`config.mk`:
```
export PLATFORM = sky130hd
export DESIGN_NAME = cslp_core_state
export DESIGN_NICKNAME = d
export VERILOG_FILES = /design/src/hw/cslp_pkg.sv /design/src/hw/cslp_sync3.sv /design/src/hw/cslp_core_state.sv
export SDC_FILE = /design/constraint.sdc
export NUM_CORES = 1
export LEC_CHECK = 0
export BUFFER_PORTS_ARGS = -buffer_cell sky130_fd_sc_hd__buf_4
export CAP_MARGIN = 20
export CORE_MARGIN = 10
export CORE_UTILIZATION = 40
export CTS_CLUSTER_DIAMETER = 40
export DETAILED_ROUTE_END_ITERATION = 10
export PLACE_DENSITY_LB_ADDON = 0.08
export SYNTH_ARGS = -nofsm -noshare
export SYNTH_HDL_FRONTEND = slang
export SYNTH_HIERARCHICAL = 1
export SYNTH_SLANG_ARGS = --single-unit
```
`constraint.sdc`:
```
create_clock -name sys_clk_i -period 6.28 [get_ports sys_clk_i]
set_input_delay 0.314 -clock sys_clk_i [delete_from_list [all_inputs] [get_ports sys_clk_i]]
set_output_delay 0.314 -clock sys_clk_i [all_outputs]
set_load 0.05 [all_outputs]
```
`src/hw/cslp_pkg.sv`:
```
// constants, types and state codes for the processor state and low-power block
// Functional notes
// - stop halts oscillator, only timebase/watchdog on low_freq_crystal_clock
// - stop clears mask, all else unchanged
// - stop exits on irq, key, spi-slave, low_freq_crystal_clock tick, reset
// - wait halts cpu and bus, timers keep running
// - wait clears mask, all else unchanged
// - wait exits on enabled tick, irq, or reset
// - watchdog active when enabled; stalls in stop unless on low_freq_crystal_clock
// - enabled watchdog timeout resets the device
// - only thirteen address bits used; memory mirrors
// - accumulator holds results, survives reset
// - indexed address: index plus offset, zero high byte
// - index register temporary storage, survives reset
// - stack pointer reloads top, push decrements, pull increments
// - stack confined to 64 locations, wraps around
// - call pushes two bytes, interrupt pushes five
// - program counter increments or loads jump target
// - five flag bits, upper three read one, reset only mask
// - half carry from bit three into four on adds
// - mask set after stacking, before vector fetch
// - masked requests stay pending; return restores mask
// - reset sets mask; cleared by clear, stop, wait, or return
// - negative copies bit seven; zero on zero result
// - carry from bit seven, shifts, bit tests; not inc/dec
package cslp_pkg;

  localparam int unsigned ADDR_W      = 13;
  localparam int unsigned SP_W        = 6;
  localparam logic [ADDR_W-1:0] SP_BASE = 13'h00_C0;
  localparam logic [SP_W-1:0]   SP_TOP  = 6'h3_F;
  localparam logic [2:0] CCR_ONES     = 3'h7;
  localparam logic [7:0] ZERO_BYTE    = 8'h00;
  localparam int unsigned HC_BIT      = 4;
  localparam int unsigned SIGN_BIT    = 7;
  localparam logic [2:0] CALL_BYTES   = 3'h2;
  localparam logic [2:0] INT_BYTES    = 3'h5;

  // stacked byte order for interrupt entry, index 0 pushed first
  localparam logic [2:0] SLOT_PCL = 3'h0;
  localparam logic [2:0] SLOT_PCH = 3'h1;
  localparam logic [2:0] SLOT_X   = 3'h2;
  localparam logic [2:0] SLOT_A   = 3'h3;
  localparam logic [2:0] SLOT_CCR = 3'h4;

  localparam int unsigned NSRC = 4;
  localparam int unsigned SRC_TICK = 0;
  localparam int unsigned SRC_SPI  = 1;
  localparam int unsigned SRC_KEY  = 2;
  localparam int unsigned SRC_IRQ  = 3;

  typedef enum logic [1:0] {
    CSLP_IDX_NONE = 2'h0,
    CSLP_IDX_OFF8 = 2'h1,
    CSLP_IDX_OFF16 = 2'h2
  } cslp_idx_t;

  typedef enum logic [5:0] {
    CSLP_RUN     = 6'h01,
    CSLP_STACK   = 6'h02,
    CSLP_VECT    = 6'h04,
    CSLP_UNSTACK = 6'h08,
    CSLP_WAIT    = 6'h10,
    CSLP_STOP    = 6'h20
  } cslp_state_t;

  typedef enum logic [1:0] {
    CSLP_SEQ_CALL = 2'h0,
    CSLP_SEQ_INT  = 2'h1,
    CSLP_SEQ_RTS  = 2'h2,
    CSLP_SEQ_RTI  = 2'h3
  } cslp_seq_t;

  typedef struct packed {
    logic h;
    logic i;
    logic n;
    logic z;
    logic c;
  } cslp_flags_t;

  typedef struct packed {
    logic       acc_we;
    logic       x_we;
    logic       nz_we;
    logic       c_we;
    logic       c_val;
    logic       add;
    logic       adc;
    logic [7:0] data;
  } cslp_op_t;

  typedef struct packed {
    logic osc_en;
    logic cpu_clk_en;
    logic bus_en;
    logic timer_clk_en;
    logic wdog_count_en;
  } cslp_pwr_t;

endpackage

```
`src/hw/cslp_sync3.sv`:
```
// three-stage synchroniser for asynchronous wake and watchdog lines
`timescale 1ns/1ps
module cslp_sync3 #(
  parameter int unsigned W = 1
) (
  // clock and reset
  input  wire logic         sys_clk_i,
  input  wire logic         resetn_i,
  // asynchronous in, filtered out
  input  wire logic [W-1:0] async_i,
  output logic      [W-1:0] sync_o
);

  logic [W-1:0] s1_q;
  logic [W-1:0] s2_q;
  logic [W-1:0] s3_q;
  logic [W-1:0] out_q;

  // a change is taken only once the second and third stages agree
  for (genvar g = 0; g < W; g++) begin : g_bit
    always_ff @(posedge sys_clk_i or negedge resetn_i) begin
      if (!resetn_i) begin
        s1_q[g]  <= 1'b0;
        s2_q[g]  <= 1'b0;
        s3_q[g]  <= 1'b0;
        out_q[g] <= 1'b0;
      end else begin
        s1_q[g] <= async_i[g];
        s2_q[g] <= s1_q[g];
        s3_q[g] <= s2_q[g];
        if (s2_q[g] == s3_q[g]) begin
          out_q[g] <= s3_q[g];
        end
      end
    end
  end

  assign sync_o = out_q;

endmodule

```
`src/hw/cslp_core_state.sv`:
```
// programmer registers, stacking sequencer and stop/wait control
`timescale 1ns/1ps
module cslp_core_state (
  // clock and reset
  input  wire logic                   sys_clk_i,
  input  wire logic                   resetn_i,
  // data path operations from the instruction sequencer
  input  wire cslp_pkg::cslp_op_t     op_i,
  input  wire logic                   cli_i,
  input  wire logic                   sei_i,
  input  wire logic                   insn_done_i,
  // program counter
  input  wire logic                   pc_inc_i,
  input  wire logic                   pc_load_i,
  input  wire logic [15:0]            pc_target_i,
  output logic      [15:0]            pc_o,
  output logic      [cslp_pkg::ADDR_W-1:0] fetch_addr_o,
  // indexed address forming
  input  wire cslp_pkg::cslp_idx_t    idx_mode_i,
  input  wire logic [15:0]            idx_offset_i,
  output logic      [cslp_pkg::ADDR_W-1:0] idx_addr_o,
  // stack operations
  input  wire logic                   stack_reset_i,
  input  wire logic                   call_i,
  input  wire logic                   rts_i,
  input  wire logic                   rti_i,
  input  wire logic [7:0]             stack_rdata_i,
  output logic      [cslp_pkg::ADDR_W-1:0] stack_addr_o,
  output logic                        stack_wr_o,
  output logic                        stack_rd_o,
  output logic      [7:0]             stack_wdata_o,
  // low-power instructions
  input  wire logic                   stop_i,
  input  wire logic                   wait_i,
  // interrupt sources, asynchronous except tick enables
  input  wire logic                   irq_pin_n_i,
  input  wire logic                   key_wake_i,
  input  wire logic                   spi_slave_irq_i,
  input  wire logic                   tick_irq_i,
  input  wire logic                   tick_en_i,
  input  wire logic                   tick_low_freq_crystal_clock_i,
  // watchdog configuration and timeout
  input  wire logic                   wdog_en_i,
  input  wire logic                   wdog_low_freq_crystal_clock_i,
  input  wire logic                   wdog_timeout_i,
  // register views and status
  output logic      [7:0]             acc_o,
  output logic      [7:0]             idx_o,
  output logic      [cslp_pkg::ADDR_W-1:0] sp_addr_o,
  output logic      [7:0]             ccr_o,
  output logic                        busy_o,
  output logic                        vec_fetch_o,
  output logic      [cslp_pkg::NSRC-1:0] vec_src_o,
  output cslp_pkg::cslp_pwr_t         pwr_o,
  output logic                        sys_rst_req_o
);

  // ---------------------------------------------------------------- sync
  logic [4:0] async_w;
  logic [4:0] sync_w;
  logic       irq_lvl_w;
  logic       irq_lvl_q;
  logic       key_w;
  logic       spi_w;
  logic       tick_w;
  logic       wdog_to_w;

  // pin inverted so the synchroniser's reset value matches the idle-high pin
  assign async_w = {wdog_timeout_i, tick_irq_i, spi_slave_irq_i, key_wake_i, ~irq_pin_n_i};

  cslp_sync3 #(
    .W (5)
  ) u_sync (
    .sys_clk_i (sys_clk_i),
    .resetn_i  (resetn_i),
    .async_i   (async_w),
    .sync_o    (sync_w)
  );

  assign irq_lvl_w = ~sync_w[0];
  assign key_w     = sync_w[1];
  assign spi_w     = sync_w[2];
  assign tick_w    = sync_w[3] & tick_en_i;
  assign wdog_to_w = sync_w[4];

  // ---------------------------------------------------------------- state
  cslp_pkg::cslp_state_t state_q;
  cslp_pkg::cslp_state_t state_d;
  cslp_pkg::cslp_seq_t   seq_q;
  cslp_pkg::cslp_seq_t   seq_d;
  logic [2:0]            cnt_q;
  logic [2:0]            cnt_d;
  logic [7:0]            acc_q;
  logic [7:0]            x_q;
  logic [15:0]           pc_q;
  logic [cslp_pkg::SP_W-1:0] sp_q;
  cslp_pkg::cslp_flags_t fl_q;
  logic                  irq_pend_q;
  logic                  mask_q;

  wire st_run     = (state_q == cslp_pkg::CSLP_RUN);
  wire st_stack   = (state_q == cslp_pkg::CSLP_STACK);
  wire st_vect    = (state_q == cslp_pkg::CSLP_VECT);
  wire st_unstack = (state_q == cslp_pkg::CSLP_UNSTACK);
  wire st_wait    = (state_q == cslp_pkg::CSLP_WAIT);
  wire st_stop    = (state_q == cslp_pkg::CSLP_STOP);

  // ---------------------------------------------------------------- interrupts
  // the pin is negative-edge triggered; the edge is latched until serviced
  wire irq_fall = irq_lvl_q & ~irq_lvl_w;

  wire [cslp_pkg::NSRC-1:0] pend_w = {irq_pend_q, key_w, spi_w, tick_w};
  wire any_pend = |pend_w;

  function automatic logic [cslp_pkg::NSRC-1:0] pick_src(
    input logic [cslp_pkg::NSRC-1:0] p
  );
    logic [cslp_pkg::NSRC-1:0] r;
    r = '0;
    if (p[cslp_pkg::SRC_IRQ]) begin
      r[cslp_pkg::SRC_IRQ] = 1'b1;
    end else if (p[cslp_pkg::SRC_KEY]) begin
      r[cslp_pkg::SRC_KEY] = 1'b1;
    end else if (p[cslp_pkg::SRC_SPI]) begin
      r[cslp_pkg::SRC_SPI] = 1'b1;
    end else if (p[cslp_pkg::SRC_TICK]) begin
      r[cslp_pkg::SRC_TICK] = 1'b1;
    end
    return r;
  endfunction

  wire [cslp_pkg::NSRC-1:0] src_w = pick_src(pend_w);

  // a masked request is only held, never dropped
  wire take_int = st_run & insn_done_i & any_pend & ~mask_q;

  // only these sources can restart the stopped oscillator
  wire stop_wake = irq_pend_q | key_w | spi_w | (tick_w & tick_low_freq_crystal_clock_i);
  // wait ends on an enabled tick or the external pin
  wire wait_wake = irq_pend_q | tick_w;

  // ---------------------------------------------------------------- alu
  wire       cin_w   = op_i.adc & fl_q.c;
  wire [4:0] lo_sum  = {1'b0, acc_q[3:0]} + {1'b0, op_i.data[3:0]} + {4'h0, cin_w};
  wire [8:0] sum_w   = {1'b0, acc_q} + {1'b0, op_i.data} + {8'h00, cin_w};
  wire [7:0] res_w   = op_i.add ? sum_w[7:0] : op_i.data;
  wire       op_ok   = st_run;

  // ---------------------------------------------------------------- addressing
  // only thirteen bits leave the core, so higher bits alias
  wire [15:0] idx_full =
      (idx_mode_i == cslp_pkg::CSLP_IDX_NONE) ? {cslp_pkg::ZERO_BYTE, x_q} :
      (idx_mode_i == cslp_pkg::CSLP_IDX_OFF8) ? {8'h00, x_q} + {8'h00, idx_offset_i[7:0]} :
                                                {8'h00, x_q} + idx_offset_i;

  wire [cslp_pkg::SP_W-1:0] sp_inc = sp_q + 6'h01;
  wire [cslp_pkg::SP_W-1:0] sp_dec = sp_q - 6'h01;

  // ---------------------------------------------------------------- stacking
  wire [2:0] seq_len = (seq_q == cslp_pkg::CSLP_SEQ_INT || seq_q == cslp_pkg::CSLP_SEQ_RTI)
                       ? cslp_pkg::INT_BYTES : cslp_pkg::CALL_BYTES;
  wire       seq_last = (cnt_q == seq_len - 3'h1);
  // pulls run in reverse slot order
  wire [2:0] pull_slot = seq_len - 3'h1 - cnt_q;
  wire [7:0] ccr_w = {cslp_pkg::CCR_ONES, fl_q.h, mask_q, fl_q.n, fl_q.z, fl_q.c};

  function automatic logic [7:0] slot_byte(
    input logic [2:0]  s,
    input logic [15:0] pc,
    input logic [7:0]  x,
    input logic [7:0]  a,
    input logic [7:0]  condition_flags_register
  );
    logic [7:0] b;
    b = 8'h00;
    case (s)
      cslp_pkg::SLOT_PCL: b = pc[7:0];
      cslp_pkg::SLOT_PCH: b = pc[15:8];
      cslp_pkg::SLOT_X:   b = x;
      cslp_pkg::SLOT_A:   b = a;
      cslp_pkg::SLOT_CCR: b = condition_flags_register;
      default:            b = 8'h00;
    endcase
    return b;
  endfunction

  wire do_push = st_stack;
  wire do_pull = st_unstack;

  // ---------------------------------------------------------------- next state
  always_comb begin
    state_d = state_q;
    seq_d   = seq_q;
    cnt_d   = cnt_q;
    case (state_q)
      cslp_pkg::CSLP_RUN: begin
        cnt_d = 3'h0;
        if (take_int) begin
          state_d = cslp_pkg::CSLP_STACK;
          seq_d   = cslp_pkg::CSLP_SEQ_INT;
        end else if (stop_i) begin
          state_d = cslp_pkg::CSLP_STOP;
        end else if (wait_i) begin
          state_d = cslp_pkg::CSLP_WAIT;
        end else if (call_i) begin
          state_d = cslp_pkg::CSLP_STACK;
          seq_d   = cslp_pkg::CSLP_SEQ_CALL;
        end else if (rti_i) begin
          state_d = cslp_pkg::CSLP_UNSTACK;
          seq_d   = cslp_pkg::CSLP_SEQ_RTI;
        end else if (rts_i) begin
          state_d = cslp_pkg::CSLP_UNSTACK;
          seq_d   = cslp_pkg::CSLP_SEQ_RTS;
        end
      end
      cslp_pkg::CSLP_STACK: begin
        cnt_d = cnt_q + 3'h1;
        if (seq_last) begin
          state_d = (seq_q == cslp_pkg::CSLP_SEQ_INT) ? cslp_pkg::CSLP_VECT
                                                      : cslp_pkg::CSLP_RUN;
        end
      end
      cslp_pkg::CSLP_UNSTACK: begin
        cnt_d = cnt_q + 3'h1;
        if (seq_last) begin
          state_d = cslp_pkg::CSLP_RUN;
        end
      end
      cslp_pkg::CSLP_VECT: begin
        state_d = cslp_pkg::CSLP_RUN;
      end
      // a waking request enters the handler straight away
      cslp_pkg::CSLP_WAIT: begin
        if (wait_wake) begin
          state_d = cslp_pkg::CSLP_STACK;
          seq_d   = cslp_pkg::CSLP_SEQ_INT;
        end
      end
      cslp_pkg::CSLP_STOP: begin
        if (stop_wake) begin
          state_d = cslp_pkg::CSLP_STACK;
          seq_d   = cslp_pkg::CSLP_SEQ_INT;
        end
      end
      default: state_d = cslp_pkg::CSLP_RUN;
    endcase
  end

  always_ff @(posedge sys_clk_i or negedge resetn_i) begin
    if (!resetn_i) begin
      state_q   <= cslp_pkg::CSLP_RUN;
      seq_q     <= cslp_pkg::CSLP_SEQ_CALL;
      cnt_q     <= 3'h0;
      irq_lvl_q <= 1'b1;
    end else begin
      state_q   <= state_d;
      seq_q     <= seq_d;
      cnt_q     <= cnt_d;
      irq_lvl_q <= irq_lvl_w;
    end
  end

  // new edge wins over the clear taken on entry
  always_ff @(posedge sys_clk_i or negedge resetn_i) begin
    if (!resetn_i) begin
      irq_pend_q <= 1'b0;
    end else if (irq_fall) begin
      irq_pend_q <= 1'b1;
    end else if (st_vect && src_w[cslp_pkg::SRC_IRQ]) begin
      irq_pend_q <= 1'b0;
    end
  end

  // ---------------------------------------------------------------- stack pointer
  always_ff @(posedge sys_clk_i or negedge resetn_i) begin
    if (!resetn_i) begin
      sp_q <= cslp_pkg::SP_TOP;
    end else if (op_ok && stack_reset_i) begin
      sp_q <= cslp_pkg::SP_TOP;
    end else if (do_push) begin
      sp_q <= sp_dec;   // six-bit field wraps inside the page
    end else if (do_pull) begin
      sp_q <= sp_inc;
    end
  end

  // ---------------------------------------------------------------- program counter
  // no reset here: the reset vector is loaded through pc_load_i
  always_ff @(posedge sys_clk_i) begin
    if (do_pull && pull_slot == cslp_pkg::SLOT_PCH) begin
      pc_q[15:8] <= stack_rdata_i;
    end else if (do_pull && pull_slot == cslp_pkg::SLOT_PCL) begin
      pc_q[7:0] <= stack_rdata_i;
    end else if ((op_ok || st_vect) && pc_load_i) begin
      pc_q <= pc_target_i;
    end else if (op_ok && pc_inc_i) begin
      pc_q <= pc_q + 16'h0001;
    end
  end

  // ---------------------------------------------------------------- accumulator, index
  // neither has a reset, so contents survive any device reset
  // gating with op_ok freezes them through stop and wait
  always_ff @(posedge sys_clk_i) begin
    if (do_pull && pull_slot == cslp_pkg::SLOT_A) begin
      acc_q <= stack_rdata_i;
    end else if (op_ok && op_i.acc_we) begin
      acc_q <= res_w;
    end
  end

  always_ff @(posedge sys_clk_i) begin
    if (do_pull && pull_slot == cslp_pkg::SLOT_X) begin
      x_q <= stack_rdata_i;
    end else if (op_ok && op_i.x_we) begin
      x_q <= res_w;
    end
  end

  // ---------------------------------------------------------------- result flags
  // only the mask has a reset
  always_ff @(posedge sys_clk_i) begin
    fl_q.i <= mask_q;
    if (do_pull && pull_slot == cslp_pkg::SLOT_CCR) begin
      {fl_q.h, fl_q.n, fl_q.z, fl_q.c} <= {stack_rdata_i[4], stack_rdata_i[2:0]};
    end else if (op_ok) begin
      if (op_i.add) begin
        fl_q.h <= lo_sum[cslp_pkg::HC_BIT];
      end
      if (op_i.nz_we) begin
        fl_q.n <= res_w[cslp_pkg::SIGN_BIT];
        fl_q.z <= (res_w == cslp_pkg::ZERO_BYTE);
      end
      if (op_i.add) begin
        fl_q.c <= sum_w[8];
      end else if (op_i.c_we) begin
        fl_q.c <= op_i.c_val;   // inc and dec never raise c_we
      end
    end
  end

  // mask: set by reset and entry, cleared by clear, stop, wait or a return pulling it clear
  always_ff @(posedge sys_clk_i or negedge resetn_i) begin
    if (!resetn_i) begin
      mask_q <= 1'b1;
    end else if (st_stack && seq_last && seq_q == cslp_pkg::CSLP_SEQ_INT) begin
      mask_q <= 1'b1;   // after the fifth push, before the vector
    end else if (do_pull && pull_slot == cslp_pkg::SLOT_CCR) begin
      mask_q <= stack_rdata_i[3];
    end else if (op_ok && !take_int && (stop_i || wait_i || cli_i)) begin
      mask_q <= 1'b0;
    end else if (op_ok && sei_i) begin
      mask_q <= 1'b1;
    end
  end

  // ---------------------------------------------------------------- outputs
  assign acc_o        = acc_q;
  assign idx_o        = x_q;
  assign pc_o         = pc_q;
  assign fetch_addr_o = pc_q[cslp_pkg::ADDR_W-1:0];
  assign idx_addr_o   = idx_full[cslp_pkg::ADDR_W-1:0];
  assign sp_addr_o    = cslp_pkg::SP_BASE | {7'h00, sp_q};
  assign ccr_o        = ccr_w;   // upper three read as one
  assign busy_o       = ~st_run;

  assign stack_addr_o  = cslp_pkg::SP_BASE | {7'h00, (do_pull ? sp_inc : sp_q)};
  assign stack_wr_o    = do_push;
  assign stack_rd_o    = do_pull;
  assign stack_wdata_o = slot_byte(cnt_q, pc_q, x_q, acc_q, ccr_w);

  assign vec_fetch_o = st_vect;
  assign vec_src_o   = st_vect ? src_w : '0;

  // stop kills the main oscillator; wait only the cpu and bus
  assign pwr_o.osc_en        = ~st_stop;
  assign pwr_o.cpu_clk_en    = ~(st_stop | st_wait);
  assign pwr_o.bus_en        = ~(st_stop | st_wait);
  assign pwr_o.timer_clk_en  = ~st_stop | tick_low_freq_crystal_clock_i;
  // a watchdog on the main oscillator cannot count through stop
  assign pwr_o.wdog_count_en = wdog_en_i & (~st_stop | wdog_low_freq_crystal_clock_i);
  assign sys_rst_req_o       = wdog_en_i & wdog_to_w;

endmodule

```
==> results of run 1 <==
-- layer usage --
layer,vias to the layer above,global-route usage
met5,-,0
met4,0,0.0574
met3,19,0.0616
met2,171,0.284
met1,2258,0.215
li1,2367,-
-- placed cells by master (no fill, tap or decap), types with 6 or more instances in the layout --
cell,Yosys,layout
edfxtp_1,36,36
nor2b_1,6,6
xor2_1,13,13
conb_1,2,17
buf_4,33,173
nor3_1,11,11
ha_1,25,25
nand2b_1,6,6
dfrtp_1,31,31
a22oi_1,8,8
nand4_1,9,9
dfstp_2,9,9
clkbuf_16,0,9
nand3_1,20,20
inv_1,23,23
o21ai_0,40,40
nand2_1,62,62
xnor2_1,23,23
a21oi_1,40,40
mux2i_1,8,8
nor2_1,53,53
mux2_2,13,13
-- through the flow --
step / util / setup WS [ns] / std cells / total power [mW]
2_1_floorplan: - / 2.88 / 605 / 2.72
3_3_place_gp: 0.501 / 3.07 / 901 / 3.35
3_5_place_dp: 0.501 / 3.01 / 901 / 3.38
4_1_cts: 0.526 / 2.69 / 918 / 3.94
5_1_grt: 0.526 / 2.47 / 918 / 4.14
6_report: 0.526 / 2.71 / 918 / 3.91
-- layout make-up --
cell class | count | area (sq um)
clock buffers | 9 | 225
inverters | 25 | 93.8
multi-input cells | 451 | 2960
clock inverters | 7 | 85.1
flip-flops and latches | 76 | 2090
fillers | 1287 | 6310
well taps | 176 | 220
repair buffers | 174 | 1310
-- power by group through the flow --
stage / registers, mW / logic [mW] / clock network (mW)
floorplan: 1.23 / 1.49 / 0
global placement: 0.971 / 2.38 / 0
detailed placement: 0.975 / 2.41 / 0
CTS: 0.965 / 2.41 / 0.559
global route: 0.989 / 2.57 / 0.584
finish: 0.963 / 2.40 / 0.549
-- worst max-delay path: stages (launching register included) --
cell	delay (ns)
edfxtp_1	0.51
ha_1	0.27
fa_1	0.41
a21oi_1	0.23
o211ai_1	0.17
o41ai_1	0.71
nor3b_1	0.15
xnor2_1	0.16
nor2_1	0.09
buf_4	0.20
-- cells in the mapped netlist (6+ instances only) --
| cell | count |
|---|---|
| nand2_1 | 62 |
| nor2_1 | 53 |
| a21oi_1 | 40 |
| o21ai_0 | 40 |
| edfxtp_1 | 36 |
| buf_4 | 33 |
| dfrtp_1 | 31 |
| ha_1 | 25 |
| inv_1 | 23 |
| xnor2_1 | 23 |
| nand3_1 | 20 |
| mux2_2 | 13 |
| xor2_1 | 13 |
| clkbuf_1 | 12 |
| nor3_1 | 11 |
| dfstp_2 | 9 |
| nand4_1 | 9 |
| a22oi_1 | 8 |
| mux2i_1 | 8 |
| nand2b_1 | 6 |
| nor2b_1 | 6 |
-- worst paths after layout --
| kind | startpoint | to | slack, ns | cells after the start |
|---|---|---|---|---|
| min | spi_slave_irq_i | u_sync/s1_q[2] | 0.07 | 1 |
| min in group asynchronous | resetn_i | state_q[5] | 0.47 | 2 |
| min reg2reg | u_sync/s1_q[0] | u_sync/s2_q[0] | 0.35 | 0 |
| max in group asynchronous | resetn_i | irq_lvl_q | 5.45 | 2 |
| max | idx_o[0] | idx_addr_o[12] | 2.71 | 9 |
| max reg2reg | state_q[1] | acc_o[7] | 2.98 | 5 |
-- state kept, by name, indices dropped and copies added (netlist names) --
| name | cells |
|---|---|
| acc_o | 8 |
| ccr_o | 4 |
| cnt_q | 3 |
| idx_o | 8 |
| irq_lvl_q | 1 |
| irq_pend_q | 1 |
| mask_q | 1 |
| pc_o | 16 |
| seq_q | 2 |
| sp_q | 6 |
| state_q | 6 |
| u_sync/s1_q | 5 |
| u_sync/s2_q | 5 |
| u_sync/s3_q | 5 |
| u_sync/sync_o | 5 |
-- logic make-up (layout without fill, tap and decap cells) --
| logic type | after synthesis | count (layout) |
|---|---|---|
| and+or+nand+nor | 205 | 205 |
| AOI/OAI and AO/OA | 139 | 139 |
| buffers and inverters | 78 | 215 |
| DFF | 76 | 76 |
| xor gates and xnor gates | 36 | 36 |
| adders and majority gates | 33 | 33 |
| muxes | 21 | 21 |
| other | 2 | 17 |
==> impl_metrics.ini, run 1 <==
[cts]
clk_pin_slew_worst_paths_ns = 0.07
cts_tree = done
post-cts-setup-buffers = 0
cts_sinks = 76
htreeDepth = 3
numCtsBuffers = 9
ctsHoldBuffers = 1
clk_latency_ns = 0.35
cts-resized-gates = 0
cts_buffer_depth = 2
cts_root_buf = clkbuf_16

[global_routing]
grt_overflow_total = 0
antenna_found_initial = 0
grt_pass1_vias = 4883
groute.usage.overall = 0.176
grt_pass1_wl_microns = 26000
grt_max_degree = 41

[route]
drc = 0
drtIter0Drc = 240
route.met2.wl_microns = 8000
wire_per_inst_microns = 18.4
wl_met3_microns = 1720
firstDrtPassIters = 5
wl_met1_microns = 6890
ant_nets = 0
top_layer = met4
via_per_inst = 5.25
drt_wl_total_microns = 16900
vias = 4815

[final_layout]
diodes = 0
final_nets = 844
fin_area_sq_um = 6990
area_growth_pct = 28.4
drive_gt1_frac = 0.318

[critical_path]
worstPathArrival_ns = 3.26
cp.required_ns = 5.97
cp-end-kind = output port
worst-setup-path-type = flip-flop to output port
worst_setup_path_start_kind = flip-flop
path_max_fanout = 5

[pwr]
p_switching_mw = 2.09
powerDensity_nw_per_um2 = 560
clockPowerShare = 0.140
internal_power_mw = 1.82
pwr-share-comb = 0.613
leakage_nw = 3.07
swShare = 0.534
seqPwrFrac = 0.246
irDropWorstVdd_v = 0.000333

[timing]
fmax_mhz = 280
drv_slew = 0
setup-violations-final = 0
fin_crit_ns = 3.57
holdWs_ns = 0.0660
maxSlewHeadroom = 0.416
rsz0062_at_grt = no
max_slew.worst_pin.slew_ns = 0.872
period_share = 0.569
tns_ns = 0
final-hold-violation-count = 0
fin_skew_ns = 0.00676

[yosys]
yosysTopAreaCell = edfxtp_1
ys_warn_count = 6
ys_seq_area_frac = 0.385
synth_seq_cells = 76
ys_types = 67
netlist_instances = 590
synth_adder_area_share = 0.0789
ys.flop_type = edfxtp_1
synth.avg_cell_area_sq_um = 9.22
muxShareOfSynthArea = 0.0416
synth_compound_area_frac = 0.166
synth.area.top_cells = edfxtp_1 (20%), dfrtp_1 (14%), ha_1 (5.7%)
async_flop_share = 0.526
synthXorXnorAreaFrac = 0.0579
synth-edff-count = 36
synth_top_family_by_area = simple AND/OR/NAND/NOR gates
yosys.area_share.simple = 0.186
netlist_area_sq_um = 5440
synth_top_area_share = 0.199

[min_path]
hp-class = primary input to flip-flop

[place]
dpl_cell_area_sq_um = 6670
port_buffers = 172
place_congestion = 0.847
dp_hpwl_microns = 13600

[floorplan]
fp.dieArea_sq_um = 18700
start_util = 0.409
io_pins = 193
core_area_sq_um = 13300
dieHeight_microns = 137
rows = 42
die_x_microns = 137

[job]
max-cap-violations = 0

[outcome]
status = finished clean
(Power assumes the default switching activity.)
==> inputs of run 2 (changes only) <==
--- a/config.mk
+++ b/config.mk
@@ -5,6 +5,7 @@
 export SDC_FILE = /design/constraint.sdc
 export NUM_CORES = 1
 export LEC_CHECK = 0
+export ABC_AREA = 1
 export BUFFER_PORTS_ARGS = -buffer_cell sky130_fd_sc_hd__buf_4
 export CAP_MARGIN = 20
 export CORE_MARGIN = 10
==> constraint.sdc (replaced) <==
create_clock -name sys_clk_i -period 2.85 [get_ports sys_clk_i]
set_input_delay 0.1425 -clock sys_clk_i [delete_from_list [all_inputs] [get_ports sys_clk_i]]
set_output_delay 0.1425 -clock sys_clk_i [all_outputs]
set_load 0.05 [all_outputs]
==> run 2 against run 1 <==
Net effect:
- clock skew increased by 0.00075 ns
- sequential power increased by 120%
- final cell count increased by 22%
- final area increased by 5.7%
- worst setup slack got worse by 2.5 ns
- critical path depth increased by 1
- worst hold slack got worse by 0.042 ns
- non-clock buffer count increased by 6
- die area increased by 4.4%
- critical endpoint is now idx_addr_o[10]
- largest power group unchanged
- highest routed layer unchanged
==> impl_metrics.ini, run 2 <==
[outcome]
status = finished clean

[min_path]
min-delay-start = stop_i
holdPathEnd = state_q[5]
hp-class = primary input to flip-flop
hold_depth = 3

[route]
drt_wl_total_microns = 18200
via_per_inst = 5.03
vias = 5628
firstDrtPassIters = 5
wire_per_inst_microns = 16.3
drc = 0
ant_nets = 0
drtIter0Drc = 392

[yosys]
async_flop_share = 0.526
synth-edff-count = 36
netlist_area_sq_um = 5730
yosysTopAreaCell = edfxtp_1
ys_seq_area_frac = 0.366
synth_seq_cells = 76
ys_types = 44
synth_most_common_cell = nand2_1
ys_top_cells_by_count = nand2_1 (201), inv_1 (107), nor2_1 (58), nand3_1 (52), o21ai_0 (49)
synth_top_area_share = 0.189
ys.flop_type = edfxtp_1
synth.avg_cell_area_sq_um = 7.45
synth.area.top_cells = edfxtp_1 (19%), dfrtp_1 (14%), nand2_1 (13%)
ys_warn_count = 6
netlist_instances = 769

[final_layout]
largest_reg_flops = 16
final_cells = 1118
area_growth_pct = 28.9
final_util = 0.530
diodes = 0
final_nets = 1040
drive_gt1_frac = 0.252
fillers = 1325
mostFrequentLayoutCells = nand2_1 (201), buf_4 (174), inv_1 (107)
final_common_cell = nand2_1

[critical_path]
reg2reg_to = ccr_o[1]
reg2reg_depth = 12
rrSetupSlack_ns = 0.56
path_max_fanout = 4
worstPathArrival_ns = 2.52
worst_setup_path_start_kind = flip-flop
r2r-start = ccr_o[0]
cp-end-kind = output port
cp.required_ns = 2.71
worst-setup-path-type = flip-flop to output port

[global_routing]
grt_max_degree = 41
grt_pass1_vias = 5606
antenna_found_initial = 0
grt_pass1_wl_microns = 28400
groute.usage.overall = 0.177
grt_overflow_total = 0

[cts]
post-cts-setup-buffers = 0
htreeDepth = 3
ctsHoldBuffers = 6
numCtsBuffers = 9
cts_sinks = 76
cts_buffer_depth = 2
cts_tree = done
cts-resized-gates = 0
clk_latency_ns = 0.34
cts_root_buf = clkbuf_16
clk_pin_slew_worst_paths_ns = 0.06

[floorplan]
start_util = 0.411
io_pins = 193
fp.dieArea_sq_um = 19500
dieHeight_microns = 140
die_x_microns = 140
rows = 43
core_area_sq_um = 13900

[pwr]
irDropWorstVdd_v = 0.000438
finalPower_mw = 8.53
leakage_nw = 3.75
powerDensity_nw_per_um2 = 1150

[timing]
period_share = 0.933
fmax_mhz = 376
drv_slew = 0
fin_crit_ns = 2.66
maxSlewHeadroom = 0.578
max_slew.worst_pin.slew_ns = 0.631
tns_ns = 0
final-hold-violation-count = 0
fin_skew_ns = 0.00752
setup-violations-final = 0
rsz0062_at_grt = no

[place]
place_congestion = 0.894
dp.cells = 1096
dp_hpwl_microns = 14900
port_buffers = 172

[job]
max-cap-violations = 0
[run 2: cell count changes after synthesis, sizes merged, moves of 7 or more]
cell and change:
o211ai +7, nor2 +10, a21oi -13, inv +88, or2 +10, clkbuf -7
mux2 -13, mux2i -8, xnor2 -17, nand2 +142, nand3 +37, o21ai +20
a22oi -8, o31ai -9
[run 2: cell families (layout without fill, tap and decap cells)]
kind of cell / Yosys count / after routing / synth area share
flip-flops: 76 / 76 / 0.366
AND/OR/NAND/NOR: 370 / 370 / 0.296
XOR/XNOR: 15 / 15 / 0.0229
adder cells (fa/ha/maj): 28 / 28 / 0.0651
buffers and inverters: 155 / 309 / 0.126
other: 2 / 17 / 0.00131
AO/OA/AOI/OAI: 123 / 123 / 0.123
[run 2: metrics by stage]
stage | hold WS (ns) | worst slack (ns) | area, sq um
after global placement | 0.135 | 0.581 | 7020
after detailed placement | 0.139 | 0.557 | 7020
after floorplan | -0.153 | 0.00633 | 5780
after CTS | 0.00998 | 0.219 | 7380
after global routing | 0.0269 | 0.0793 | 7380
final | 0.0237 | 0.190 | 7380
[run 2: worst max-delay path, cell delays in order, from the launching register on]
cell	delay [ns]
edfxtp_1	0.47
ha_1	0.28
fa_1	0.42
nand3_1	0.12
nand2_1	0.10
nand2_1	0.10
o211ai_1	0.13
nand2_1	0.14
o21ai_0	0.08
a21oi_1	0.12
buf_4	0.21
[run 2: how the worst max path moves through the flow]
stage | startpoint | end | slack (ns)
after global routing | idx_o[0] | idx_addr_o[10] | 0.08
final | idx_o[0] | idx_addr_o[10] | 0.19
after floorplan | idx_o[0] | idx_addr_o[4] | 0.006
after global placement | ccr_o[0] | ccr_o[1] | 0.58
after detailed placement | ccr_o[0] | ccr_o[1] | 0.56
after CTS | idx_o[0] | idx_addr_o[10] | 0.22
[run 2: layout make-up]
type / count / area, sq um / area share
Clock buffer: 10 / 250 / 0.0339
Clock inverter: 6 / 57.6 / 0.00780
Multi-Input combinational cell: 553 / 2970 / 0.402
Tap cell: 180 / 225 / 0.0305
Inverter: 113 / 424 / 0.0574
Sequential cell: 76 / 2090 / 0.284
Timing Repair Buffer: 180 / 1370 / 0.185
[run 2: report_power, final]
group,leakage (nW),internal (mW),switching (mW)
Combinational,2.79,1.53,3.74
Sequential,0.808,1.64,0.439
Clock,0.153,0.668,0.508
Total,3.75,3.84,4.69
[run 2: metal layers]
layer / routed length [microns] / share of wire / global-route usage
met1: 7790 / 0.43 / 0.212
met2: 8610 / 0.47 / 0.299
met3: 1420 / 0.078 / 0.0534
met4: 371 / 0.020 / 0.0495
met5: 0 / 0 / 0
